**config.mk**
```make
export PLATFORM = sky130hd
export DESIGN_NAME = ufscr_regs
export DESIGN_NICKNAME = d
export VERILOG_FILES = /design/src/design/_unused_guard_note.sv /design/src/design/ufscr_pkg.sv /design/src/design/ufscr_sync.sv /design/src/design/ufscr_regs.sv
export VERILOG_INCLUDE_DIRS = /design/src /design/src/design
export SDC_FILE = /design/constraint.sdc
export NUM_CORES = 1
export LEC_CHECK = 0
export ABC_AREA = 1
export BUFFER_PORTS_ARGS = -buffer_cell sky130_fd_sc_hd__buf_2
export CORE_MARGIN = 3
export CORE_UTILIZATION = 47
export DETAILED_ROUTE_END_ITERATION = 8
export PLACE_DENSITY = 0.77
export SETUP_SLACK_MARGIN = 0.5
export SLEW_MARGIN = 25
export SYNTH_ARGS = -nofsm -noshare
export SYNTH_HDL_FRONTEND = slang
export SYNTH_SLANG_ARGS = --single-unit
```
**constraint.sdc**
```tcl
create_clock -name clk -period 1.35 [get_ports clk]
set_input_delay 0.27 -clock clk [delete_from_list [all_inputs] [get_ports clk]]
set_output_delay 0.27 -clock clk [all_outputs]
set_load 0.02 [all_outputs]
```
**src/design/ufscr_params.svh**
```systemverilog
// Constants of the bus supervision register bank: register indices, address width,
// field positions and reset values. Assumes a 32-bit APB data path, one register per word.
`ifndef UFSCR_PARAMS_SVH
`define UFSCR_PARAMS_SVH

// Register indices; the byte address is four times the index
`define UFSCR_IDX_MODE 16'hFFFB
`define UFSCR_IDX_CTL 16'hFFFC
`define UFSCR_IDX_MSK 16'hFFFD
`define UFSCR_IDX_STA 16'hFFFE
`define UFSCR_ADDR_W 18

// Status and mask bit positions
`define UFSCR_STA_OVERRUN 0
`define UFSCR_STA_WAKE 1
`define UFSCR_STA_SETUP 2
`define UFSCR_STA_RING 3
`define UFSCR_STA_RSV 4
`define UFSCR_STA_RESUME 5
`define UFSCR_STA_SUSPEND 6
`define UFSCR_STA_BUSRST 7

// Control bit positions
`define UFSCR_CTL_DIR 0
`define UFSCR_CTL_SERVICE 1
`define UFSCR_CTL_RSV2 2
`define UFSCR_CTL_RSV3 3
`define UFSCR_CTL_LINK 4
`define UFSCR_CTL_WAKE 5
`define UFSCR_CTL_IR 6
`define UFSCR_CTL_ATTACH 7

// Mode bit positions
`define UFSCR_MODE_TXSEL 0
`define UFSCR_MODE_SERIAL_OUT_DISABLE 1
`define UFSCR_MODE_CLKEN 2
`define UFSCR_MODE_CLKSRC 3

// Reset values and writable masks
`define UFSCR_STA_RST 8'h00
`define UFSCR_MSK_RST 8'h00
`define UFSCR_CTL_RST 8'h10
`define UFSCR_MODE_RST 8'h00
`define UFSCR_STA_USED 8'hEF
`define UFSCR_CTL_WMASK 8'hD3
`define UFSCR_MODE_WMASK 8'h0F

// Synchronised pin positions
`define UFSCR_PIN_RING 0
`define UFSCR_PIN_BAUD 1
`define UFSCR_PIN_FIXED 2
`define UFSCR_PIN_N 3

`endif

```
**src/design/_unused_guard_note.sv**
```systemverilog
`default_nettype none
`default_nettype wire

```
**src/design/ufscr_pkg.sv**
```systemverilog
// Types shared by the bus supervision register bank.
// Assumes the USB engine delivers its events as one-cycle pulses on clk.
`default_nettype none

package ufscr_pkg;

    // Event pulses from the USB engine, one cycle each
    typedef struct packed {
        logic setup_rx;     // Setup transaction received
        logic wake_evt;     // Remote wakeup event
        logic resume_det;   // Resume after suspend
        logic suspend_det;  // Global or selective suspend
        logic bus_reset_det; // Host port reset seen
    } ufscr_evt_s;

    // Decoded register select
    typedef enum logic [2:0] {
        UFSCR_SEL_NONE,
        UFSCR_SEL_MODE,
        UFSCR_SEL_CTL,
        UFSCR_SEL_MSK,
        UFSCR_SEL_STA
    } ufscr_sel_e;

    typedef logic [7:0] ufscr_byte_t;

endpackage

`default_nettype wire

```
**src/design/ufscr_sync.sv**
```systemverilog
// Three-stage pin synchroniser with agreement filter, one lane per bit.
// Assumes inputs are asynchronous to clk; output settles three to four cycles late.
`default_nettype none

module ufscr_sync #(
    parameter int W = 3
) (
    input wire logic clk,             // Core clock
    input wire logic rst_n,           // Async reset, active low
    input wire logic [W-1:0] pin_in,  // Raw pins
    output logic [W-1:0] level_out    // Filtered level
);
    import ufscr_pkg::*;

    ////////////////////////////////////////////////////////////////////////
    genvar gi;
    generate
        for (gi = 0; gi < W; gi = gi + 1) begin : g_lane
            logic s1_r;
            logic s2_r;
            logic s3_r;
            // First stage feeds only the second; level moves once 2 and 3 agree
            always_ff @(posedge clk or negedge rst_n) begin
                if (!rst_n) begin
                    s1_r <= 1'b0;
                    s2_r <= 1'b0;
                    s3_r <= 1'b0;
                    level_out[gi] <= 1'b0;
                end else begin
                    s1_r <= pin_in[gi];
                    s2_r <= s1_r;
                    s3_r <= s2_r;
                    if (s2_r == s3_r) begin
                        level_out[gi] <= s3_r;
                    end
                end
            end
        end
    endgenerate

endmodule

`default_nettype wire

```
**src/design/ufscr_regs.sv**
```systemverilog
// Bus supervision register bank: event status, interrupt mask, control and output mode.
// Assumes an APB master on clk, event pulses from the USB engine on clk, and raw pins
// for ring indicate and the two candidate output clocks.
//
// Summary of operation
// Status flags are set by hardware; writing 1 clears, writing 0 keeps.
// A flag raises the interrupt only while its mask bit is set; masks reset clear.
// Setup arriving while setup flag still set sets the overwrite flag, bit 0.
// Setup received sets bit 2; while set, endpoint zero answers NAK.
// Rising edge of ring indicate sets bit 3, usable to leave suspend.
// Resume after suspension sets bit 5.
// Global or selective suspend sets bit 6.
// Host port reset sets bit 7.
// Control and mode registers clear only on power-up reset, never on bus reset.
// Firmware writes control bit 0 with data stage direction, 1 meaning IN.
// Firmware holds control bit 1 high while servicing the setup interrupt.
// Control bit 3 is written as 0; bit 2 reads as 0.
// Control bit 4, reset 1, links bus reset to microcontroller reset.
// Control bit 5 requests remote wakeup; hardware clears it, writing 0 ignored.
// Control bit 6 selects infrared coding when 1, plain UART when 0.
// Mode bit 0 selects hardware (0) or firmware (1) serial buffer switching.
// Mode bit 1 at 0 lets the buffer drive; at 1 disables it.
// Mode bit 3 picks the clock pin source: fixed clock or baud clock.
// Clock source 0 routes baud clock, 1 routes the fixed clock.
// Mode bit 2 enables the clock pin; disabled it is held low.
// Internal reset from power-up or linked bus reset clears all but control/mode; linked bus reset keeps mask bit 7.
// Control bit 7 at 1 enables the data line pullup, 0 disconnects.
// Remote wakeup event sets status bit 1, cleared by writing 1.
`default_nettype none
`include "ufscr_params.svh"

module ufscr_regs (
    input wire logic clk,                         // 250 MHz core clock
    input wire logic rst_n,                       // Power-up reset, async, active low
    input wire logic psel,                        // APB select
    input wire logic penable,                     // APB access phase
    input wire logic pwrite,                      // APB direction
    input wire logic [`UFSCR_ADDR_W-1:0] paddr,   // APB byte address
    input wire logic [31:0] pwdata,               // APB write data
    input wire logic [3:0] pstrb,                 // APB byte strobes
    output logic [31:0] prdata,                   // APB read data
    output logic pready,                          // APB ready
    output logic pslverr,                         // APB error, unmapped address
    input wire ufscr_pkg::ufscr_evt_s evt,        // Engine event pulses
    input wire logic bus_reset_signal,            // Bus reset level from engine
    input wire logic wake_done,                   // Wakeup signalling finished
    input wire logic ring_pin,                    // Ring indicate pin
    input wire logic baud_clk_pin,                // UART baud-out clock
    input wire logic fixed_clk_pin,               // Fixed free-running clock
    input wire logic tx_auto_oe,                  // UART automatic buffer enable
    output logic irq,                             // Interrupt to microcontroller
    output logic ep0_force_nak,                   // NAK all endpoint zero traffic
    output logic data_dir_in,                     // Data stage direction, 1 = IN
    output logic setup_in_service,                // Firmware servicing setup
    output logic mcu_reset,                       // Reset toward microcontroller
    output logic wake_request,                    // Remote wakeup request
    output logic infrared_mode_select,            // Infrared coding active
    output logic bus_attach,                      // Data line pullup enable
    output logic serial_out_oe,                   // Serial output buffer enable
    output logic clock_pin                        // Clock output pin
);
    import ufscr_pkg::*;

    ////////////////////////////////////////////////////////////////////////
    // Register state
    ufscr_byte_t status_r;
    ufscr_byte_t mask_r;
    ufscr_byte_t ctl_r;
    ufscr_byte_t mode_r;
    ufscr_byte_t set_vec;
    ufscr_byte_t wdata8;
    ufscr_byte_t rd_byte;
    ufscr_sel_e sel;
    logic [`UFSCR_PIN_N-1:0] pins_raw;
    logic [`UFSCR_PIN_N-1:0] pins_lvl;
    logic ring_prev_r;
    logic ring_rise;
    logic int_reset;
    logic acc_done;
    logic wr_sta;
    logic wr_msk;
    logic wr_ctl;
    logic wr_mode;
    logic [15:0] idx;

    ////////////////////////////////////////////////////////////////////////
    // Pin synchronisers
    assign pins_raw = {fixed_clk_pin, baud_clk_pin, ring_pin};

    ufscr_sync #(.W(`UFSCR_PIN_N)) u_sync (
        .clk(clk),
        .rst_n(rst_n),
        .pin_in(pins_raw),
        .level_out(pins_lvl)
    );

    // Ring edge taken on the filtered level so glitches count once
    always_ff @(posedge clk or negedge rst_n) begin
        if (!rst_n) begin
            ring_prev_r <= 1'b0;
        end else begin
            ring_prev_r <= pins_lvl[`UFSCR_PIN_RING];
        end
    end
    assign ring_rise = pins_lvl[`UFSCR_PIN_RING] & ~ring_prev_r;

    ////////////////////////////////////////////////////////////////////////
    // APB decode; only the low byte lane carries register data
    assign idx = paddr[`UFSCR_ADDR_W-1:2];
    always_comb begin
        sel = UFSCR_SEL_NONE;
        if (paddr[1:0] == 2'h0) begin
            case (idx)
                `UFSCR_IDX_MODE: sel = UFSCR_SEL_MODE;
                `UFSCR_IDX_CTL: sel = UFSCR_SEL_CTL;
                `UFSCR_IDX_MSK: sel = UFSCR_SEL_MSK;
                `UFSCR_IDX_STA: sel = UFSCR_SEL_STA;
                default: sel = UFSCR_SEL_NONE;
            endcase
        end
    end

    // Writes land only at the completing access edge
    assign acc_done = psel & penable & pready;
    assign wdata8 = pstrb[0] ? pwdata[7:0] : 8'h00;
    assign wr_sta = acc_done & pwrite & (sel == UFSCR_SEL_STA);
    assign wr_msk = acc_done & pwrite & pstrb[0] & (sel == UFSCR_SEL_MSK);
    assign wr_ctl = acc_done & pwrite & pstrb[0] & (sel == UFSCR_SEL_CTL);
    assign wr_mode = acc_done & pwrite & pstrb[0] & (sel == UFSCR_SEL_MODE);

    always_comb begin
        case (sel)
            UFSCR_SEL_MODE: rd_byte = mode_r & `UFSCR_MODE_WMASK;
            UFSCR_SEL_CTL: rd_byte = ctl_r & 8'hF3;
            UFSCR_SEL_MSK: rd_byte = mask_r & `UFSCR_STA_USED;
            UFSCR_SEL_STA: rd_byte = status_r & `UFSCR_STA_USED;
            default: rd_byte = 8'h00;
        endcase
    end

    // No wait state: data and ready are registered in the setup cycle
    always_ff @(posedge clk or negedge rst_n) begin
        if (!rst_n) begin
            pready <= 1'b0;
            prdata <= 32'h0000_0000;
            pslverr <= 1'b0;
        end else begin
            pready <= psel & ~penable;
            pslverr <= psel & ~penable & (sel == UFSCR_SEL_NONE);
            if (psel & ~penable & ~pwrite) begin
                prdata <= {24'h00_0000, rd_byte};
            end
        end
    end

    ////////////////////////////////////////////////////////////////////////
    // Internal reset: linked bus reset clears status except flags set in that cycle, and clears mask bits 6 to 0 unless a mask write lands
    assign int_reset = bus_reset_signal & ctl_r[`UFSCR_CTL_LINK];

    // Hardware set terms
    always_comb begin
        set_vec = 8'h00;
        set_vec[`UFSCR_STA_OVERRUN] = evt.setup_rx & status_r[`UFSCR_STA_SETUP];
        set_vec[`UFSCR_STA_WAKE] = evt.wake_evt;
        set_vec[`UFSCR_STA_SETUP] = evt.setup_rx;
        set_vec[`UFSCR_STA_RING] = ring_rise;
        set_vec[`UFSCR_STA_RESUME] = evt.resume_det;
        set_vec[`UFSCR_STA_SUSPEND] = evt.suspend_det;
        set_vec[`UFSCR_STA_BUSRST] = evt.bus_reset_det;
    end

    // Status: write-one-to-clear, a set in the same cycle wins
    always_ff @(posedge clk or negedge rst_n) begin
        if (!rst_n) begin
            status_r <= `UFSCR_STA_RST;
        end else if (int_reset) begin
            status_r <= set_vec;
        end else if (wr_sta) begin
            status_r <= ((status_r & ~wdata8) | set_vec) & `UFSCR_STA_USED;
        end else begin
            status_r <= (status_r | set_vec) & `UFSCR_STA_USED;
        end
    end

    // Mask: the bus reset mask bit survives a function reset
    always_ff @(posedge clk or negedge rst_n) begin
        if (!rst_n) begin
            mask_r <= `UFSCR_MSK_RST;
        end else if (wr_msk) begin
            mask_r <= wdata8 & `UFSCR_STA_USED;
        end else if (int_reset) begin
            mask_r <= mask_r & 8'h80;
        end
    end

    // Control: power-up reset only; reserved bits never stored
    always_ff @(posedge clk or negedge rst_n) begin
        if (!rst_n) begin
            ctl_r <= `UFSCR_CTL_RST;
        end else begin
            if (wr_ctl) begin
                ctl_r[`UFSCR_CTL_DIR] <= wdata8[`UFSCR_CTL_DIR];
                ctl_r[`UFSCR_CTL_SERVICE] <= wdata8[`UFSCR_CTL_SERVICE];
                ctl_r[`UFSCR_CTL_LINK] <= wdata8[`UFSCR_CTL_LINK];
                ctl_r[`UFSCR_CTL_IR] <= wdata8[`UFSCR_CTL_IR];
                ctl_r[`UFSCR_CTL_ATTACH] <= wdata8[`UFSCR_CTL_ATTACH];
            end
            // Firmware set beats the hardware clear of the same cycle
            if (wr_ctl & wdata8[`UFSCR_CTL_WAKE]) begin
                ctl_r[`UFSCR_CTL_WAKE] <= 1'b1;
            end else if (wake_done) begin
                ctl_r[`UFSCR_CTL_WAKE] <= 1'b0;
            end
            ctl_r[`UFSCR_CTL_RSV2] <= 1'b0;
            ctl_r[`UFSCR_CTL_RSV3] <= 1'b0;
        end
    end

    // Mode: power-up reset only, upper nibble reads zero
    always_ff @(posedge clk or negedge rst_n) begin
        if (!rst_n) begin
            mode_r <= `UFSCR_MODE_RST;
        end else if (wr_mode) begin
            mode_r <= wdata8 & `UFSCR_MODE_WMASK;
        end
    end

    ////////////////////////////////////////////////////////////////////////
    // Interrupt and endpoint zero outputs
    always_ff @(posedge clk or negedge rst_n) begin
        if (!rst_n) begin
            irq <= 1'b0;
            ep0_force_nak <= 1'b0;
        end else begin
            irq <= |(status_r & mask_r);
            ep0_force_nak <= status_r[`UFSCR_STA_SETUP];
        end
    end

    // Control field outputs and reset linkage
    always_ff @(posedge clk or negedge rst_n) begin
        if (!rst_n) begin
            data_dir_in <= 1'b0;
            setup_in_service <= 1'b0;
            mcu_reset <= 1'b0;
            wake_request <= 1'b0;
            infrared_mode_select <= 1'b0;
            bus_attach <= 1'b0;
        end else begin
            data_dir_in <= ctl_r[`UFSCR_CTL_DIR];
            setup_in_service <= ctl_r[`UFSCR_CTL_SERVICE];
            mcu_reset <= int_reset;
            wake_request <= ctl_r[`UFSCR_CTL_WAKE];
            infrared_mode_select <= ctl_r[`UFSCR_CTL_IR];
            bus_attach <= ctl_r[`UFSCR_CTL_ATTACH];
        end
    end

    // Serial buffer and clock pin; pin clocks lag by the synchroniser depth
    always_ff @(posedge clk or negedge rst_n) begin
        if (!rst_n) begin
            serial_out_oe <= 1'b0;
            clock_pin <= 1'b0;
        end else begin
            if (mode_r[`UFSCR_MODE_TXSEL]) begin
                serial_out_oe <= ~mode_r[`UFSCR_MODE_SERIAL_OUT_DISABLE];
            end else begin
                serial_out_oe <= tx_auto_oe;
            end
            if (!mode_r[`UFSCR_MODE_CLKEN]) begin
                clock_pin <= 1'b0;
            end else if (mode_r[`UFSCR_MODE_CLKSRC]) begin
                clock_pin <= pins_lvl[`UFSCR_PIN_FIXED];
            end else begin
                clock_pin <= pins_lvl[`UFSCR_PIN_BAUD];
            end
        end
    end
endmodule

`default_nettype wire

```
==> metrics.md, run 1 <==
| Metric | Value |
|---|---|
| H-tree Lvls | `3` |
| Effective utilization at floorplan | `50.4%` |
| Synth Area in Compound Gates | `8.48%` |
| Setup crit end kind | `flop` |
| N_diodes | `0` |
| Adder-cell share of the synthesized area | `1.13%` |
| RSZ-0062 raised after global routing | `yes` |
| Hold slack final | `0.0281 ns` |
| Min Tclk post-route | `1.23 ns` |
| Crit path kind | `in2reg` |
| Die footprint | `roughly 0.0066 mm²` |
| Yosys Warn Count | `0` |
| Final GP Congestion | `0.855` |
| Leakage power | `2.09 nW` |
| Clk_lat worst skew | `0.35 ns` |
| CTS root buffer | `clkbuf_8` |
| Crit path max fanout | `4` |
| VDD IR max | `0.849 mV` |
| Status | `finished, final reports clean` |
| Finished Layout Cells | `478` |
| Layout cells sized above 1 | `54.9%` |
| Routed vias | `2475` |
| Filler instances | `300` |
| Post-synth ARST share | `100%` |
| Final hold vios | `0` |
| Max-cap violations | `0` |
| Synth cell types | `32` |
| Die X-Extent | `81.2 µm` |
| Sequential area share after synthesis | `53.8%` |
| HP Class | `in2reg` |
| Skew final | `0.0106 ns` |
| Initial antenna violation count | `0` |
| Total core area | `0.00527 mm²` |
| Reg clk slew, reported paths | `around 0.06 ns` |
| IO Pins | `114` |
| Cell area after synthesis | `0.00266 mm²` |
| Most frequent cells in the layout | `nand2_1 (56), dfrtp_1 (55), buf_6 (42)` |
| Largest net degree at the start of global routing | `58` |
| Final WS setup | `between 0.1 and 0.15 ns` |
| Multiplexer share of the synthesized area | `0%` |
| Number of buffers added on ports | `between 60 and 70` |
| DRT Wirelength | `7.98 mm` |
| Pwr Total | `0.00363 W` |
| Simple-Gate Fraction of Synth Area | `25.1%` |
| Top FF cell, synth | `dfrtp_1` |
| CTS Buf Count | `9` |
| Synth Area in XOR/XNOR | `0%` |
| WP data arrival | `1.51 ns` |
| Post-Place Cells | `434` |
| Area Overhead vs Synth | `59.4%` |
| Yosys reg bits | `57` |
| Finished Core Util | `roughly four fifths` |
| Syn_area_per_cell | `9.38 µm²` |
| Deepest clock path buffer count | `2` |
| # rows | `26` |
| # setup viols final | `0` |
| Most common cell after layout, fill and taps aside | `nand2_1` |
| Drt drc | `0` |
| Vias in the first global route | `~2500` |
| Routed Antenna Nets | `0` |
| Largest family of logic cells by synthesized area | `simple AND/OR/NAND/NOR gates` |
| Dpl ws | `-0.233 ns` |
| Power Dens Cells | `~860 mW/mm²` |
| Max Clk Rate | `0.815 GHz` |
| Initial DRC count | `130` |
| EDFF count, synth | `0` |
| Startpoint Class | `primary input` |
| Final Slew Violations | `0` |
| First-pass GRT wire length | `roughly 12 mm` |
| Drt via density | `5.18` |
| Chip Height | `81.2 µm` |
| Worst Path Required | `1.63 ns` |
| TritonCTS clock tree | `built` |
| Nets | `473` |
| WL/cell | `16.7 µm` |
| Grt ovf | `0` |
| First-pass iteration count of the detailed router | `5` |
| Synthesized instance count | `~280` |
| DP Wirelength | `4.51 mm` |
| Final period util | `90.9%` |
| Clk sinks | `57` |
| Global-route usage over all layers | `between 20% and 30%` |
## cell families after synthesis
logic type	count (synthesis)
compound gates	32
buf+inv	53
other cells	1
simple gates	137
flops	57
fa+ha+maj	3
## synth_stat cells, types with 3 or more instances
cell type   n  area, µm²
a21oi_1     4       20.0
a31o_2      5       43.8
buf_4      24        180
dfrtp_1    56       1400
inv_1      22       82.6
maj3_1      3       30.0
nand2_1    72        270
nand3_1    27        135
nand3_2     6       60.1
nand4_1     7       43.8
nor2_1     15       56.3
nor2_4      3       33.8
o21ai_0     7       35.0
o21ai_1     5       25.0
o21ai_2     7       61.3
## stage by stage
stage	TNS, ns	cell area [µm²]
after floorplan	-0.0354	2930
after global placement	-3.81	3320
after detailed placement	-5.04	3320
after CTS	0	4030
after global routing	0	4230
final	0	4230
## final cells by class
class / instances / area, µm² / area share, %
flip-flops and latches: 57 / 1430 / 33.8
multi-input cells: 197 / 1380 / 32.6
repair buffers: 113 / 1030 / 24.4
clock buffers: 12 / 165 / 3.90
inverters: 25 / 109 / 2.57
well taps: 70 / 87.6 / 2.07
clock inverters: 4 / 26.3 / 0.621
## worst max-delay path: stages
cell and delay (ns):
buf_8 0.09, nand2_8 0.05, nor2_4 0.14, nand3_2 0.12, nor2_4 0.20, inv_4 0.08
nor2_8 0.17, buf_6 0.14, nand2_1 0.06, nand3_2 0.07, nand2_2 0.05, nand2_1 0.08
## final timing paths
kind                                            start                     to  slack [ns]  cells past startpoint
worst min register to register  u_sync.g_lane[2].s1_r  u_sync.g_lane[2].s2_r        0.35                      0
worst max-delay path                         paddr[9]              prdata[6]        0.12                     12
min in group asynchronous                       rst_n              mcu_reset        0.44                      3
worst min-delay path                         ring_pin  u_sync.g_lane[0].s1_r        0.03                      1
worst max register to register                 pready            status_r[6]        0.17                      5
max in group asynchronous                       rst_n               ctl_r[4]        0.62                      3
## report_power, final
part           internal [W]  leakage [nW]  switching [W]
sequential          0.00174         0.715      0.0000157
clock              0.000811        0.0984       0.000696
combinational      0.000144          1.28       0.000227
## metal layers
layer  part of all wire [%]  vias to the layer above  track usage, %
li1                       -                     1126               -
met1                     37                     1212            27.5
met2                     54                      109            42.0
met3                    6.5                       28            6.21
met4                    2.6                        0            10.3
met5                      0                        -               0
## state kept, by name (all words and copies together) (netlist names)
signal / cells
prdata: 8
mask_r: 7
status_r: 7
ctl_r: 6
mode_r: 4
u_sync.g_lane.s1_r: 3
u_sync.g_lane.s2_r: 3
u_sync.g_lane.s3_r: 3
u_sync.level_out: 3
bus_attach: 1
clock_pin: 1
data_dir_in: 1
ep0_force_nak: 1
infrared_mode_select: 1
irq: 1
mcu_reset: 1
pready: 1
pslverr: 1
ring_prev_r: 1
serial_out_oe: 1
setup_in_service: 1
wake_request: 1
## timing repair
action | in CTS | in global routing
hold buffers | 1 | 0
setup endpoints to repair | 57 | 57
buffers inserted | 16 | 9
pin swaps | 30 | 23
resized for setup | 100 | 32
hold endpoints to repair | 56 | 0
gates cloned | 2 | 0
Note: power is estimated with default switching activity, not from simulation.
==> run 2, diff against run 1 <==
- BUFFER_PORTS_ARGS: -buffer_cell sky130_fd_sc_hd__buf_2 -> default
- CORE_UTILIZATION: 47 -> 62
- DONT_BUFFER_PORTS: default -> 1
- PLACE_DENSITY: 0.77 -> 0.76
==> metrics.md, run 2 (synthesis results as in run 1) <==
| Metric | Value |
|---|---|
| # rows | `23 (-12%)` |
| TritonCTS clock tree | `built` |
| HP Class | `in2async` |
| Power Dens Cells | `1040 mW/mm² (+21%)` |
| Routed Antenna Nets | `0 (unchanged)` |
| Grt ovf | `0 (unchanged)` |
| Worst Path Required | `1.57 ns (-0.06 ns)` |
| Drt via density | `5.77 (+11%)` |
| Max Clk Rate | `0.841 GHz (+3.2%)` |
| Final WS setup | `0.161 ns (+0.0382 ns)` |
| CTS root buffer | `clkbuf_8` |
| Dpl ws | `-0.0689 ns (+0.164 ns)` |
| Skew final | `0.00969 ns (-0.000933 ns)` |
| Post-placement cell area | `0.00295 mm² (-11%)` |
| RSZ-0062 raised after global routing | `yes` |
| Final Slew Violations | `0 (unchanged)` |
| Area Overhead vs Synth | `33.7%` |
| Initial DRC count | `134 (+3.1%)` |
| Top reg by flops | `prdata` |
| N_diodes | `0 (unchanged)` |
| Min Tclk post-route | `1.19 ns (-0.0382 ns)` |
| Slowest cell on crit path | `dfrtp_2` |
| DRT Wirelength | `6.97 mm (-13%)` |
| Largest net degree at the start of global routing | `58 (unchanged)` |
| Hold slack final | `-0.376 ns (-0.404 ns)` |
| H-tree Lvls | `3 (unchanged)` |
| Total core area | `0.00406 mm² (-23%)` |
| Setup crit end kind | `flop` |
| Clk_lat worst skew | `0.34 ns (about the same)` |
| Status | `complete, but fails checks` |
| WL/cell | `18.5 µm (+11%)` |
| Clk sinks | `57 (unchanged)` |
| Crit-path max cell delay | `0.37 ns (+0.17 ns)` |
| Nets | `392 (-17%)` |
| Setup TNS | `0 ns (unchanged)` |
| Deepest clock path buffer count | `2 (unchanged)` |
| Die footprint | `0.00510 mm² (-23%)` |
| Vias in the first global route | `2014 (-19%)` |
| DP Wirelength | `3.92 mm (-13%)` |
| Failing checks | `hold timing` |
| Hold Buf Count CTS | `3 (+2)` |
| Max reg flops | `8 (unchanged)` |
| Die X-Extent | `71.4 µm (-12%)` |
| WP data arrival | `1.40 ns (-0.11 ns)` |
| Most frequent cells in the layout | `nand2_1 (55), dfrtp_1 (39), nand3_2 (28)` |
| Largest registers | `prdata (8), mask_r (7), status_r (7)` |
| Filler instances | `180 (-40%)` |
| Layout cells sized above 1 | `47.2% (-7.7 points)` |
| Finished Core Util | `87.5% (+7.2 points)` |
| Reg clk slew, reported paths | `0.06 ns (about the same)` |
| Final period util | `88.1% (-2.8 points)` |
| First-pass iteration count of the detailed router | `4 (-1)` |
| Number of buffers added on ports | `0 (-100%)` |
| IO Pins | `114 (unchanged)` |
| Crit path kind | `reg2reg` |
| Final GP Congestion | `0.837 (-2.1%)` |
| # setup viols final | `0 (unchanged)` |
| Final hold vios | `57 (+57)` |
| Worst path cell trace | `nand3_2, nor2_4, buf_12, nand3_4, nand2_1, o21ai_1` |
| Leakage power | `1.68 nW (-20%)` |
| Most common cell after layout, fill and taps aside | `nand2_1` |
| Startpoint Class | `flop` |
| VDD IR max | `0.945 mV (+11%)` |
| Max-cap violations | `0 (unchanged)` |
| Post-layout instance area | `0.00355 mm² (-16%)` |
| Routed vias | `2168 (-12%)` |
| CTS Buf Count | `9 (unchanged)` |
| Crit path max fanout | `8 (+4)` |
| Pwr Total | `0.00368 W (+1.3%)` |
| Initial antenna violation count | `0 (unchanged)` |
| First-pass GRT wire length | `9.74 mm (-17%)` |
| Drt drc | `0 (unchanged)` |
| Effective utilization at floorplan | `65.4% (+15 points)` |
| Chip Height | `71.4 µm (-12%)` |
| Global-route usage over all layers | `25.5% (+1.5 points)` |
==> run 2: layout make-up <==
| class | count | area [µm²] | area share (%) |
|---|---|---|---|
| sequential | 57 | 1450 | 40.8 |
| clock buffer | 12 | 145 | 4.09 |
| inverter | 25 | 108 | 3.03 |
| tap | 50 | 62.6 | 1.76 |
| clock inverter | 3 | 65.1 | 1.83 |
| timing repair buffer | 33 | 333 | 9.37 |
| multi-input combinational | 196 | 1390 | 39.1 |
==> run 2: critical path, delay by kind of cell, from the launching register on <==
family / cells / cell delay, ns
DFF: 1 / 0.37
and+or+nand+nor: 4 / 0.45
buffers and inverters: 1 / 0.17
AOI/OAI and AO/OA: 1 / 0.07
==> run 2: where the power goes <==
| part | internal [W] | switching (W) | total, W |
|---|---|---|---|
| sequential | 0.00174 | 0.0000184 | 0.00176 |
| clock | 0.00108 | 0.000651 | 0.00173 |
| combinational | 0.0000636 | 0.000128 | 0.000192 |
==> run 2: path summary, 6_finish.rpt <==
check	startpoint	end	slack, ns	depth (start not counted)
setup / recovery	pready	mode_r[2]	0.16	6
hold / removal	rst_n	u_sync.level_out[2]	-0.38	0
setup reg to reg	pready	mode_r[2]	0.16	6
hold reg to reg	u_sync.g_lane[0].s1_r	u_sync.g_lane[0].s2_r	0.35	0
max in group asynchronous	rst_n	ctl_r[4]	1.53	0
min in group clk	wake_done	ctl_r[5]	0.03	1
==> run 2: metrics by stage <==
| stage | hold WS (ns) | cells |
|---|---|---|
| 2_1_floorplan | -0.0256 | 306 |
| 3_3_place_gp | -0.0244 | 349 |
| 3_5_place_dp | -0.0242 | 349 |
| 4_1_cts | -0.390 | 372 |
| 5_1_grt | -0.393 | 376 |
| 6_report | -0.376 | 376 |
==> run 2: layer usage <==
metal	global-route usage, %	up-vias	part of all wire (%)
li1	-	960	-
met4	8.56	0	2.4
met1	31.7	1068	38
met2	41.5	118	51
met3	9.12	22	8.1
met5	0	-	0
==> run 2: repair_timing <==
item,4_1_cts,5_1_grt
cloned,0,1
resized for setup,41,38
pin swaps,17,27
setup buffers,5,3
hold endpoints to repair,60,57
endpoints found under the setup margin,57,54
